### config.mk
export PLATFORM = sky130hd
export DESIGN_NAME = rlr_alu
export DESIGN_NICKNAME = d
export VERILOG_FILES = /design/src/inc/rlr_pkg.sv /design/src/hw/rlr_alu.sv
export VERILOG_INCLUDE_DIRS = /design/src /design/src/inc
export SDC_FILE = /design/constraint.sdc
export NUM_CORES = 1
export LEC_CHECK = 0
export BUFFER_PORTS_ARGS = -buffer_cell sky130_fd_sc_hd__clkbuf_2
export CORE_ASPECT_RATIO = 0.75
export CORE_UTILIZATION = 52
export CTS_CLUSTER_SIZE = 40
export DETAILED_ROUTE_END_ITERATION = 10
export GPL_TIMING_DRIVEN = 0
export MAX_ROUTING_LAYER = met4
export PLACE_DENSITY = 0.88
export SLEW_MARGIN = 5
export SYNTH_ARGS = -nofsm -noshare
export SYNTH_HDL_FRONTEND = slang
export SYNTH_SLANG_ARGS = --single-unit
### constraint.sdc
create_clock -name mclk_i -period 2.3 [get_ports mclk_i]
set_clock_uncertainty 0.2 [all_clocks]
set_input_delay 0.345 -clock mclk_i [delete_from_list [all_inputs] [get_ports mclk_i]]
set_output_delay 0.345 -clock mclk_i [all_outputs]
set_load 0.005 [all_outputs]
### src/inc/rlr_regs.svh
// Constants of the rotate datapath: address map figures and field positions
// Operation
// - Rotate left ignores carry flag entirely
// - Bit 7 wraps to bit 0
// - Rotate right uses carry as ninth bit
// - Bit 0 to carry, old carry to 7
// - Destination zero writes working register only
// - Destination one writes back source register
// - Access zero uses fixed access bank
// - Access one prepends bank select register
// - Extended set, low addresses use indexed offset
// - One word, four phases, one cycle
`ifndef RLR_REGS_SVH
`define RLR_REGS_SVH
// Access bank split: file addresses below this sit in low RAM
`define RLR_ACCESS_SPLIT 8'h60
// Highest file address handled by indexed literal offset mode
`define RLR_INDEX_LIMIT 8'h5F
// Bank holding the upper half of the access bank
`define RLR_SFR_BANK 4'hF
// Bank holding the lower half of the access bank
`define RLR_LOW_BANK 4'h0
// Sign bit of a byte result
`define RLR_SIGN_BIT 7
// Cleared byte value
`define RLR_BYTE_ZERO 8'h00
// Cleared data memory address
`define RLR_ADDR_ZERO 12'h000
`endif

### src/inc/rlr_pkg.sv
// Types shared by the rotate datapath
package rlr_pkg;
	// Instruction phase, one clock each
	typedef enum logic [4:0] {
		PH_IDLE = 5'b0_0001,
		PH_Q1   = 5'b0_0010,
		PH_Q2   = 5'b0_0100,
		PH_Q3   = 5'b0_1000,
		PH_Q4   = 5'b1_0000
	} rlr_phase_type;
	// Operation select
	typedef enum logic {
		ROTATE_LEFT_NO_CARRY_OP = 1'b0,
		ROTATE_RIGHT_CARRY_OP   = 1'b1
	} rlr_op_type;
	// Whole state of the datapath
	typedef struct packed {
		rlr_phase_type phase;     // Current phase
		rlr_op_type    op;        // Latched operation
		logic          dest;      // Latched destination select
		logic          access;    // Latched access select
		logic          indexed;   // Indexed literal offset in use
		logic [7:0]    faddr;     // Latched file address
		logic [11:0]   addr;      // Resolved data memory address
		logic [7:0]    operand;   // Operand read in Q2
		logic          cin;       // Carry captured in Q2
		logic [7:0]    result;    // Rotated byte
		logic          cout;      // Carry produced
		logic          negative;  // Negative flag value
		logic          zero;      // Zero flag value
		logic          mem_we;    // Write back strobe
		logic          wreg_we;   // Working register strobe
		logic          flags_we;  // N and Z strobe
		logic          carry_we;  // Carry strobe
	} rlr_state_type;
endpackage

### src/hw/rlr_alu.sv
// Rotate-left-no-carry and rotate-right-through-carry datapath
`timescale 1ns/1ps
`default_nettype none
`include "rlr_regs.svh"
module rlr_alu (
	// Clock, reset, enable
	input  wire logic        mclk_i,
	input  wire logic        rst_b_i,
	input  wire logic        ce_i,
	// Decoder side
	input  wire logic        start_i,
	input  wire logic        op_sel_i,
	input  wire logic        dest_i,
	input  wire logic        access_i,
	input  wire logic [7:0]  faddr_i,
	input  wire logic        ext_en_i,
	input  wire logic [3:0]  bank_select_reg_i,
	input  wire logic [11:0] index_base_i,
	// Data memory side
	output logic [11:0]      mem_addr_o,
	output logic             mem_rd_o,
	input  wire logic [7:0]  mem_rdata_i,
	output logic             mem_wr_o,
	output logic [7:0]       result_o,
	output logic             wreg_we_o,
	// Status flags
	input  wire logic        carry_i,
	output logic             carry_o,
	output logic             carry_we_o,
	output logic             negative_o,
	output logic             zero_o,
	output logic             flags_we_o,
	// Phase view
	output logic             busy_o,
	output logic             ready_o
);
	rlr_pkg::rlr_state_type r;       // Registered state
	rlr_pkg::rlr_state_type next_r;  // Next state

	// Access bank address: low RAM or upper special bank
	function automatic logic [11:0] access_addr(input logic [7:0] f);
		if (f < `RLR_ACCESS_SPLIT) begin
			access_addr = {`RLR_LOW_BANK, f};
		end else begin
			access_addr = {`RLR_SFR_BANK, f};
		end
	endfunction

	// Left rotate, carry untouched
	function automatic logic [7:0] rot_left(input logic [7:0] v);
		rot_left = {v[6:0], v[7]};
	endfunction

	// Right rotate through carry, nine bits in all
	function automatic logic [8:0] rot_right_c(input logic [7:0] v, input logic c);
		rot_right_c = {c, v[7:0]};
	endfunction

	// New accepts only when idle or in the last phase, so back to back works
	assign ready_o = (r.phase == rlr_pkg::PH_IDLE) || (r.phase == rlr_pkg::PH_Q4);

	// Next state
	always_comb begin
		next_r          = r;
		next_r.mem_we   = 1'b0;
		next_r.wreg_we  = 1'b0;
		next_r.flags_we = 1'b0;
		next_r.carry_we = 1'b0;
		case (r.phase)
			rlr_pkg::PH_IDLE, rlr_pkg::PH_Q4: begin
				// Q1 decode: latch instruction fields
				if (start_i) begin
					next_r.phase   = rlr_pkg::PH_Q1;
					next_r.op      = rlr_pkg::rlr_op_type'(op_sel_i);
					next_r.dest    = dest_i;
					next_r.access  = access_i;
					next_r.faddr   = faddr_i;
					next_r.indexed = ext_en_i && !access_i
						&& (faddr_i <= `RLR_INDEX_LIMIT);
					if (access_i) begin
						next_r.addr = {bank_select_reg_i, faddr_i};
					end else if (ext_en_i && (faddr_i <= `RLR_INDEX_LIMIT)) begin
						next_r.addr = index_base_i + {4'h0, faddr_i};
					end else begin
						next_r.addr = access_addr(faddr_i);
					end
				end else begin
					next_r.phase = rlr_pkg::PH_IDLE;
				end
			end
			rlr_pkg::PH_Q1: begin
				// Decode done, read next
				next_r.phase = rlr_pkg::PH_Q2;
			end
			rlr_pkg::PH_Q2: begin
				// Read operand; carry sampled here, so a prior write has landed
				next_r.operand = mem_rdata_i;
				next_r.cin     = carry_i;
				next_r.phase   = rlr_pkg::PH_Q3;
			end
			rlr_pkg::PH_Q3: begin
				// Process data
				if (r.op == rlr_pkg::ROTATE_LEFT_NO_CARRY_OP) begin
					next_r.result   = rot_left(r.operand);
					next_r.cout     = r.cin;               // Carry passes through untouched
					next_r.carry_we = 1'b0;
				end else begin
					{next_r.result, next_r.cout} = rot_right_c(r.operand, r.cin);
					next_r.carry_we = 1'b1;
				end
				next_r.negative = next_r.result[`RLR_SIGN_BIT];
				next_r.zero     = (next_r.result == `RLR_BYTE_ZERO);
				next_r.flags_we = 1'b1;
				next_r.mem_we   = r.dest;
				next_r.wreg_we  = !r.dest;
				next_r.phase    = rlr_pkg::PH_Q4;
			end
			default: begin
				next_r.phase = rlr_pkg::PH_IDLE;
			end
		endcase
	end

	// State register; enable low freezes everything
	always_ff @(posedge mclk_i or negedge rst_b_i) begin
		if (!rst_b_i) begin
			r          <= '0;
			r.phase    <= rlr_pkg::PH_IDLE;
			r.addr     <= `RLR_ADDR_ZERO;
		end else if (ce_i) begin
			r <= next_r;
		end
	end

	// Outputs straight from state; write strobes gated so a frozen cycle writes nothing twice
	assign mem_addr_o = r.addr;
	assign mem_rd_o   = (r.phase == rlr_pkg::PH_Q2);
	assign mem_wr_o   = r.mem_we && ce_i;
	assign wreg_we_o  = r.wreg_we && ce_i;
	assign result_o   = r.result;
	assign carry_o    = r.cout;
	assign carry_we_o = r.carry_we && ce_i;
	assign negative_o = r.negative;
	assign zero_o     = r.zero;
	assign flags_we_o = r.flags_we && ce_i;
	assign busy_o     = (r.phase != rlr_pkg::PH_IDLE);

	// Checks
	// Left rotate moves every bit up and leaves carry alone
	property p_rot_left;
		@(posedge mclk_i) disable iff (!rst_b_i)
		(flags_we_o && r.op == rlr_pkg::ROTATE_LEFT_NO_CARRY_OP)
		|-> result_o == {r.operand[6:0], r.operand[7]} && !carry_we_o;
	endproperty
	a_rot_left: assert property (p_rot_left) else $error("left rotate wrong");
	// Top bit comes round to the bottom
	property p_rot_wrap;
		@(posedge mclk_i) disable iff (!rst_b_i)
		(flags_we_o && r.op == rlr_pkg::ROTATE_LEFT_NO_CARRY_OP)
		|-> result_o[0] == r.operand[7];
	endproperty
	a_rot_wrap: assert property (p_rot_wrap) else $error("bit 7 not wrapped");
	// Right rotate shifts down and always writes carry
	property p_rot_right;
		@(posedge mclk_i) disable iff (!rst_b_i)
		(flags_we_o && r.op == rlr_pkg::ROTATE_RIGHT_CARRY_OP)
		|-> carry_we_o && result_o[6:0] == r.operand[7:1];
	endproperty
	a_rot_right: assert property (p_rot_right) else $error("right rotate wrong");
	// Old carry enters the top, bottom bit leaves as carry
	property p_rot_carry;
		@(posedge mclk_i) disable iff (!rst_b_i)
		carry_we_o |-> carry_o == r.operand[0] && result_o[7] == r.cin;
	endproperty
	a_rot_carry: assert property (p_rot_carry) else $error("carry path wrong");
	// Exactly one destination strobe, chosen by the select bit
	property p_dest_w;
		@(posedge mclk_i) disable iff (!rst_b_i)
		flags_we_o |-> (wreg_we_o == !r.dest) && (mem_wr_o == r.dest);
	endproperty
	a_dest_w: assert property (p_dest_w) else $error("working register select wrong");
	// Write back lands where the operand was read
	property p_dest_f;
		@(posedge mclk_i) disable iff (!rst_b_i || !ce_i)
		mem_rd_o ##1 ce_i ##1 mem_wr_o |-> mem_addr_o == $past(mem_addr_o, 2);
	endproperty
	a_dest_f: assert property (p_dest_f) else $error("write back address moved");
	// Access bank path ignores the bank select register
	property p_access;
		@(posedge mclk_i) disable iff (!rst_b_i)
		(mem_rd_o && !r.access && !r.indexed) |-> mem_addr_o == access_addr(r.faddr);
	endproperty
	a_access: assert property (p_access) else $error("access bank address wrong");
	// Banked path keeps the file address in the low byte
	property p_banked;
		@(posedge mclk_i) disable iff (!rst_b_i)
		(mem_rd_o && r.access) |-> mem_addr_o[7:0] == r.faddr && !r.indexed;
	endproperty
	a_banked: assert property (p_banked) else $error("banked address wrong");
	// Indexed mode adds the file address to the base, 12 bit wrap
	property p_indexed;
		@(posedge mclk_i) disable iff (!rst_b_i)
		(ready_o && ce_i && start_i && ext_en_i && !access_i && faddr_i <= `RLR_INDEX_LIMIT)
		|=> r.indexed && mem_addr_o == $past(index_base_i) + {4'h0, $past(faddr_i)};
	endproperty
	a_indexed: assert property (p_indexed) else $error("indexed address wrong");
	// Read two cycles after the take, strobes two after the read
	property p_phases;
		@(posedge mclk_i) disable iff (!rst_b_i || !ce_i)
		(ready_o && start_i) |=> ##1 mem_rd_o ##2 flags_we_o;
	endproperty
	a_phases: assert property (p_phases) else $error("phase sequence wrong");
	// Flags follow the result on every rotate
	property p_flags;
		@(posedge mclk_i) disable iff (!rst_b_i)
		flags_we_o |-> negative_o == result_o[7] && zero_o == (result_o == 8'h00);
	endproperty
	a_flags: assert property (p_flags) else $error("flag values wrong");
	// Enable low holds every bit of state, so a stalled core loses nothing
	property p_freeze;
		@(posedge mclk_i) disable iff (!rst_b_i)
		!ce_i |=> r == $past(r);
	endproperty
	a_freeze: assert property (p_freeze) else $error("state moved while disabled");
endmodule
`default_nettype wire

# After elaboration in Yosys (flattened, before gate mapping)
# Cells that the tools add are included.
# word_totals
regBits	43
in_bits	41
output_inout_bits	30
elab_cells	44
# classes
n_addsub	1
n_lt_le_gt_ge	2
eq_ne	6
muxes	9
n_reduce_logical	12
# op_table
operator	count
$mux W12	3
$pmux W5 S4	1
$mux W9	2
$add A12 B8 Y12	1
$le A8 B7 Y1 const B	1
$logic_not A8 Y1	1
$lt A8 B7 Y1 const B	1
$eq A5 B1 Y1 const B	1
$eq A5 B2 Y1 const B	1
$eq A5 B3 Y1 const B	1
$eq A5 B4 Y1 const B	1
$eq A5 B5 Y1 const B	1
$logic_and A1 B1 Y1	5
$ne A5 B1 Y1 const B	1
$mux W4	1
$reduce_and A2 Y1	2
$reduce_and A3 Y1	1
$mux W2	1
$reduce_or A2 Y1	1
$logic_not A1 Y1	1
$logic_or A1 B1 Y1	1
$mux W1	1

# Depth between registers and ports, before layout
# Gate-level depths: netlist of the first run.
# logic_depth
word_depth	4
ltp_mapped	8

# Worst setup path after synthesis of the first run
# No wires, ideal clock.
# synth_path
kind	input to register
from	input faddr_i[0]
to	register r, in the netlist mem_addr_o[8]
setup_time_ns	0.126
arrival_time_ns	1.811
t_required_ns	1.974
setup_slack_ns	0.163
stages	8
n_path_buf	0
path_cell_list	ha_1 > inv_1 > fa_1 > nor2b_1 > o31ai_1 > a21oi_1 > mux2i_1 > o32a_1
# synth_via
elab_chain_len	4
elab_cells_between_ends	7
classes_between	add/sub (1); order compare (2); mux (3); reduce/logical (1)
# synth_lines
item	line_no	rtl
start: declaration	rlr_alu.sv:15	input wire logic [7:0] faddr_i,
$lt A8 B7 Y1 (no source line) or $le A8 B7 Y1 (tied branches)	--	
$mux W12 or $logic_and A1 B1 Y1 (tied branches)	rlr_alu.sv:42, rlr_alu.sv:82	
$mux W12 *	rlr_alu.sv:82	end else if (ext_en_i && (faddr_i <= `RLR_INDEX_LIMIT)) begin
$mux W12 *	rlr_alu.sv:80	if (access_i) begin
end signal: assignment	rlr_alu.sv:131	r <= next_r;
end: declaration	rlr_alu.sv:37	rlr_pkg::rlr_state_type r;
# Mark *: on every way between the ends. The rest lies on a longest branch, timed or not.
# A chain may end at the register's enable or synchronous reset.

# Worst setup path after layout of the first run
# Ends and elaborated chain as after synthesis.

==> results of run 1 <==
## where the power goes
| group | switching (mW) | internal, mW | leakage [nW] |
|---|---|---|---|
| clock network | 0.245 | 0.354 | 0.0585 |
| logic | 0.475 | 0.580 | 0.947 |
| registers | 0.193 | 0.956 | 0.527 |
| total | 0.913 | 1.89 | 1.53 |
## registers in the layout (all words and copies together) (netlist names)
signal      count
mem_addr_o     12
r              19
result_o        8
zero_o          1
carry_o         1
## cell usage in the layout, fill, tap and decap left out, types with 2 or more instances in the layout
master and instances:
nand2_1 28, nor3b_1 3, a21oi_1 18, o22ai_1 3, nor4_1 2, ha_1 8, and2_1 7, or3_1 2
clkbuf_8 6, and4_1 2, o211a_1 2, nand4_1 7, inv_1 16, a21o_1 4, nor2_1 10, a31oi_1 5
mux2i_1 11, clkbuf_2 69, mux2_2 10, o21ai_0 25, nor3_1 7, nand3_1 10, dfrtp_1 40, buf_4 21
nor2b_1 4, a211oi_1 2, and3_1 4, clkbuf_1 9
## area by class of cell
| cell class | instances | area share (%) |
|---|---|---|
| Timing Repair Buffer | 69 | 11.2 |
| Inverter | 16 | 1.96 |
| Clock inverter | 1 | 0.978 |
| Sequential cell | 41 | 33.4 |
| Multi-Input combinational cell | 190 | 40.5 |
| Buffer | 32 | 6.76 |
| Clock buffer | 7 | 2.81 |
| Tap cell | 57 | 2.32 |
## logic make-up (layout without fill, tap and decap cells)
group | after synthesis | in the layout
compound gates | 68 | 68
xor+xnor | 2 | 2
fa+ha+maj | 9 | 9
buf+inv | 48 | 125
flops | 41 | 41
mux | 21 | 21
simple gates | 90 | 90
## final timing paths
| path | from | to | slack, ps | cells after the start |
|---|---|---|---|---|
| setup / recovery | faddr_i[0] | mem_addr_o[8] | 200 | 9 |
| hold / removal | rst_b_i | mem_addr_o[4] | 3 | 1 |
| max in group asynchronous | rst_b_i | mem_addr_o[7] | 1270 | 1 |
| min in group mclk_i | dest_i | r[46] | 80 | 3 |
| setup reg to reg | r[48] | mem_addr_o[1] | 250 | 5 |
| hold reg to reg | mem_addr_o[2] | mem_addr_o[2] | 290 | 2 |
## cell usage after synthesis (3+ instances only)
master	number
nor2b_1	4
dfrtp_1	40
o22ai_1	3
and3_1	4
a21o_1	4
mux2_2	10
mux2i_1	11
nor2_1	10
a21oi_1	19
o21ai_0	25
nand2_1	28
clkbuf_1	8
and2_1	7
nand3_1	10
nor3b_1	3
inv_1	16
ha_1	8
nand4_1	7
nor3_1	7
a31oi_1	5
buf_4	21
## worst max-delay path, delay by kind of cell
family,cells,cell delay [ps]
AOI/OAI and AO/OA,3,710
muxes,1,110
buffers and inverters,2,140
adders and majority gates,2,550
and+or+nand+nor,1,210
## through the flow
step           setup WS, ps  hold slack, ps  instance area (um^2)  setup TNS, ps  utilization (%)
2_1_floorplan           163            -151                  2530              0                -
3_3_place_gp           -130             227                  2950           -130             64.6
3_5_place_dp           -171             276                  2950           -171             64.6
4_1_cts                 130            45.6                  3070              0             67.1
5_1_grt                79.9            73.4                  3070              0             67.2
6_report                201            2.50                  3070              0             67.2
## per-layer routing
layer / up-vias / global-route usage [%] / share of wire, %
li1: 1129 / - / -
met4: 0 / 6.68 / 0.93
met3: 6 / 4.09 / 6.4
met5: - / - / 0
met1: 1056 / 37.8 / 48
met2: 85 / 35.4 / 44
==> impl_results.md, run 1 <==
* Share of cells above drive strength 1 at 32.6%
* Number of routed nets with antenna violations at 0
* Overall Global Routing Usage at 25.3%
* First-pass GRT wire length at 9670 um
* Largest net degree at the start of global routing at 42
* YS warnings at 0
* Die height at 62.5 um
* CTS tree: built
* Power density over the cells at 913 nW/um^2
* Worst setup SP type: input port
* Cell taking the most area after synthesis: dfrtp_1
* Overall Power at 2.80 mW
* CTS sink count at 41
* Run status: finished clean
* Number of distinct library cells after synthesis at 45
* Synth top area share at 39.5%
* Relative max-transition margin at 33.3%
* Post-cts sizing count at 0
* Sequential area share after synthesis at 40.5%
* HP Class: input port to async pin
* Port Buffer Count at 69
* Final Setup Violations at 0
* Filler cell count in the final layout at 392
* Area growth, synth to finish at 21.2%
* Worst skew pair latency at 290 ps
* Final wirelength at 5820 um
* Initial DRC Count at 151
* ANT cells at 0
* RSZ-0062 raised after global routing: false
* Synth Register Bits at 41
* TritonCTS Buffers at 5
* Post-synth EDFFs at 0
* Multi-input logic area at 1240 um^2
* Total gr overflow at 0
* Hold Buf Count CTS at 0
* Drt pass-1 iters at 4
* # rows at 21
* CTS Buffer Depth at 2
* Post-synth ARST share at 100%
* Synth Area in Adders at 4.74%
* # placed instances at 405
* Achievable Freq at 0.476 GHz
* Critical path, cell by cell: clkbuf_2 -> ha_1 -> inv_1 -> fa_1 -> nor2b_1 -> o31ai_1 -> a21oi_2 -> mux2i_1 -> o32a_1
* Total number of vias at 2276
* Synth Instances at 279
* WS Path Type: input port to flip-flop
* Mux contribution to synthesized area at 8.79%
* Initial antenna violation count at 0
* Period minus WS final at 2100 ps
* Element type at the critical path end: flip-flop
* Worst Path Required at 2280 ps
* H-Tree Depth at 2
* Initial cell density of the core at 55.4%
* XOR/XNOR Fraction of Synth Area at 0.691%
* Final std cells w/o fill at 413
* Max-cap violations at 0
* I/O pin total at 71
* Leak Pwr at 1.53 nW
* Worst VDD drop at 612 uV
* Critical Path AT at 2080 ps
* Max-slew violations at 0
* Syn nets at 329
* Width of the die at 82.6 um
* Largest family of logic cells by synthesized area: simple AND/OR/NAND/NOR gates
* RD Place Congestion at 0.946
* Setup bufs post-CTS at 0
* Critical Path Fanout Max at 3
* Synth Cell Area at 2530 um^2
* Clock tree root buffer cell: clkbuf_8
* CTS clk-pin slew, worst paths at 80 ps
* Final HPWL from detailed placement at 4490 um
* Synth area leaders: dfrtp_1, buf_4, o21ai_0
* Post-synth top flop: dfrtp_1
* Core Region at 4570 um^2
* Residual DRC at 0
* Wirelength per Cell at 14.1 um
* CP max stage delay at 390 ps
* Syn avg cell area at 9.09 um^2
* Period utilization at 91.3%
* Via density at 5.51
* Register area at 1030 um^2
* Vias in the first global route at 2031
* Least-Margin Pin Slew at 1000 ps
* Nets at 405
* Die area at 5160 um^2
* Compound-Gate Fraction of Synth Area at 16.4%
* Final Hold Fails at 0
* Slowest-stage cell, CP: fa_1
* Simple logic cell fraction of the synthesized area at 18.3%
Note: power is estimated with default switching activity, not from simulation.
==> inputs of run 2 (changes only) <==
Settings changed: REMOVE_ABC_BUFFERS set to 1.
==> run 2 against run 1 <==
Against the previous run: utilization down 4.9 points; via count decreased by 2.7%; clock power fell by 25%; global-route usage is 0.50 points lower; maximum frequency shrank 4.0%; highest routed layer unchanged.
==> impl_results.md, run 2 (synthesis results as in run 1) <==
* Run status: finished clean
* Element type at the critical path end: flip-flop
* Drt pass-1 iters at 4 (unchanged)
* Final Setup Violations at 0 (unchanged)
* Period utilization at 95.1% (+3.8 points)
* Share of cells above drive strength 1 at 29.1% (-3.5 points)
* Leading cell type in the layout, fill and taps excluded: clkbuf_2
* Vias in the first global route at 2199 (+8.3%)
* Final Hold Fails at 0 (unchanged)
* First-pass GRT wire length at 9550 um (-1.2%)
* Worst setup margin at 114 ps (-87.5 ps)
* ANT cells at 0 (unchanged)
* Register area at 1030 um^2 (unchanged)
* # placed instances at 374 (-7.7%)
* Fin area at 2850 um^2 (-7.3%)
* Part of the power in registers at 47.5% (+6.5 points)
* Commonest cells after routing, fill and taps aside: clkbuf_2, dfrtp_1, nand2_1
* WS Path Type: input port to flip-flop
* Total gr overflow at 0 (unchanged)
* Part of the power in the clock network at 18.1% (-3.3 points)
* Achievable Freq at 0.457 GHz (-4.0%)
* Comb power frac at 34.4% (-3.2 points)
* Switching Share at 35.2% (+2.6 points)
* Worst VDD drop at 591 uV (-3.6%)
* Nets at 376 (-7.2%)
* Die area at 5160 um^2 (unchanged)
* Critical Path Fanout Max at 3 (unchanged)
* Dpl cell area at 2750 um^2 (-6.9%)
* Filler cell count in the final layout at 409 (+4.3%)
* Largest reg by FF count: r
* Switching power at 0.872 mW (-4.6%)
* Die height at 62.5 um (unchanged)
* RD Place Congestion at 0.882 (-6.7%)
* Clock tree root buffer cell: clkbuf_8
* Largest net degree at the start of global routing at 42 (unchanged)
* Least-Margin Pin Slew at 1020 ps (+18.8 ps)
* Area growth, synth to finish at 12.4%
* Initial DRC Count at 89 (-41%)
* Overall Global Routing Usage at 24.8% (-0.50 points)
* H-Tree Depth at 2 (unchanged)
* Max-cap violations at 0 (unchanged)
* Number of routed nets with antenna violations at 0 (unchanged)
* Hold Buf Count CTS at 0 (unchanged)
* Final wirelength at 5780 um (-0.67%)
* Final HPWL from detailed placement at 4240 um (-5.6%)
* CTS Buffer Depth at 2 (unchanged)
* Worst setup SP type: input port
* RSZ-0062 raised after global routing: false
* Leak Pwr at 1.40 nW (-8.7%)
* I/O pin total at 71 (unchanged)
* Period minus WS final at 2190 ps (+87.5 ps)
* Via density at 5.77 (+4.6%)
* Core Region at 4570 um^2 (unchanged)
* # rows at 21 (unchanged)
* Flip-flop count of the largest register after layout at 19 (unchanged)
* Worst skew pair latency at 290 ps (about the same)
* Hold_ws at 14.9 ps (+12.4 ps)
* Worst Path Required at 2280 ps (about the same)
* Residual DRC at 0 (unchanged)
* Total number of vias at 2214 (-2.7%)
* Initial antenna violation count at 0 (unchanged)
* Internal Power at 1.61 mW (-15%)
* Max-slew violations at 0 (unchanged)
* Multi-input logic area at 1250 um^2 (+0.50%)
* Port Buffer Count at 70 (+1.4%)
* Initial cell density of the core at 55.4% (unchanged)
* Critical Path AT at 2170 ps (+90 ps)
* Wirelength per Cell at 15.0 um (+6.8%)
* Power density over the cells at 870 nW/um^2 (-4.7%)
* HP Class: input port to async pin
* CTS clk-pin slew, worst paths at 70 ps (about the same)
* Final std cells w/o fill at 384 (-7.0%)
* Width of the die at 82.6 um (unchanged)
* Relative max-transition margin at 32.1% (-1.3 points)
* CTS sink count at 41 (unchanged)
* Pre-CTS setup slack at -211 ps (-39.4 ps)
* CTS tree: built
* TritonCTS Buffers at 5 (unchanged)
-- run 2: changes by cell type in the layout (fill, tap and decap cells not counted), sizes merged --
cell / delta
buf: -23
clkbuf: -8
clkinv: +2
bufinv: -1
nand4: +1
-- run 2: per-layer routing --
metal  up-vias  wire [um]  part of all wire (%)  GRT usage [%]
li1       1073          -                     -              -
met4         0        134                   2.3           12.3
met2        87       2640                    46           37.1
met1      1036       2640                    46           31.3
met5         -          0                     0              -
met3        18        355                   6.1           5.84
-- run 2: path summary, 6_finish.rpt --
kind	depth (start not counted)	slack [ps]	endpoint	startpoint
setup / recovery	9	110	mem_addr_o[8]	faddr_i[0]
hold / removal	1	10	mem_addr_o[0]	rst_b_i
setup reg to reg	5	180	mem_addr_o[11]	r[51]
hold reg to reg	1	270	r[2]	r[46]
max in group asynchronous	1	1260	mem_addr_o[10]	rst_b_i
min in group mclk_i	3	70	r[46]	dest_i
-- run 2: per-stage QoR --
step           total power [mW]  util (%)  TNS [ps]
6_report                   2.48      62.3         0
5_1_grt                    2.67      62.3         0
4_1_cts                    2.48      61.9         0
3_5_place_dp               2.02      60.1      -263
3_3_place_gp               1.98      60.1      -147
2_1_floorplan              1.66         -         0
-- run 2: power by group through the flow --
stage | combinational (mW) | sequential [mW] | clock, mW
6_report | 0.851 | 1.18 | 0.450
3_3_place_gp | 0.805 | 1.17 | 0
5_1_grt | 0.967 | 1.21 | 0.497
2_1_floorplan | 0.519 | 1.15 | 0
3_5_place_dp | 0.836 | 1.19 | 0
4_1_cts | 0.842 | 1.17 | 0.468
-- run 2: final cells by class --
| type | count | share of cell area [%] |
|---|---|---|
| clock buffer | 6 | 2.55 |
| sequential | 41 | 36.1 |
| multi-input combinational | 191 | 43.9 |
| inverter | 16 | 2.11 |
| timing repair buffer | 71 | 12.6 |
| tap | 57 | 2.50 |
| clock inverter | 2 | 0.351 |
-- run 2: what timing repair did --
action	4_1_cts	5_1_grt
resized for setup	0	1
endpoints found under the setup margin	0	19
setup buffers	0	1
-- run 2: critical path, cell delays in order --
cell and delay, ps:
clkbuf_2 100, ha_1 170, inv_1 60, fa_1 370, nor2b_1 250, o31ai_1 170, a21oi_2 260, mux2i_1 110
o32a_1 330
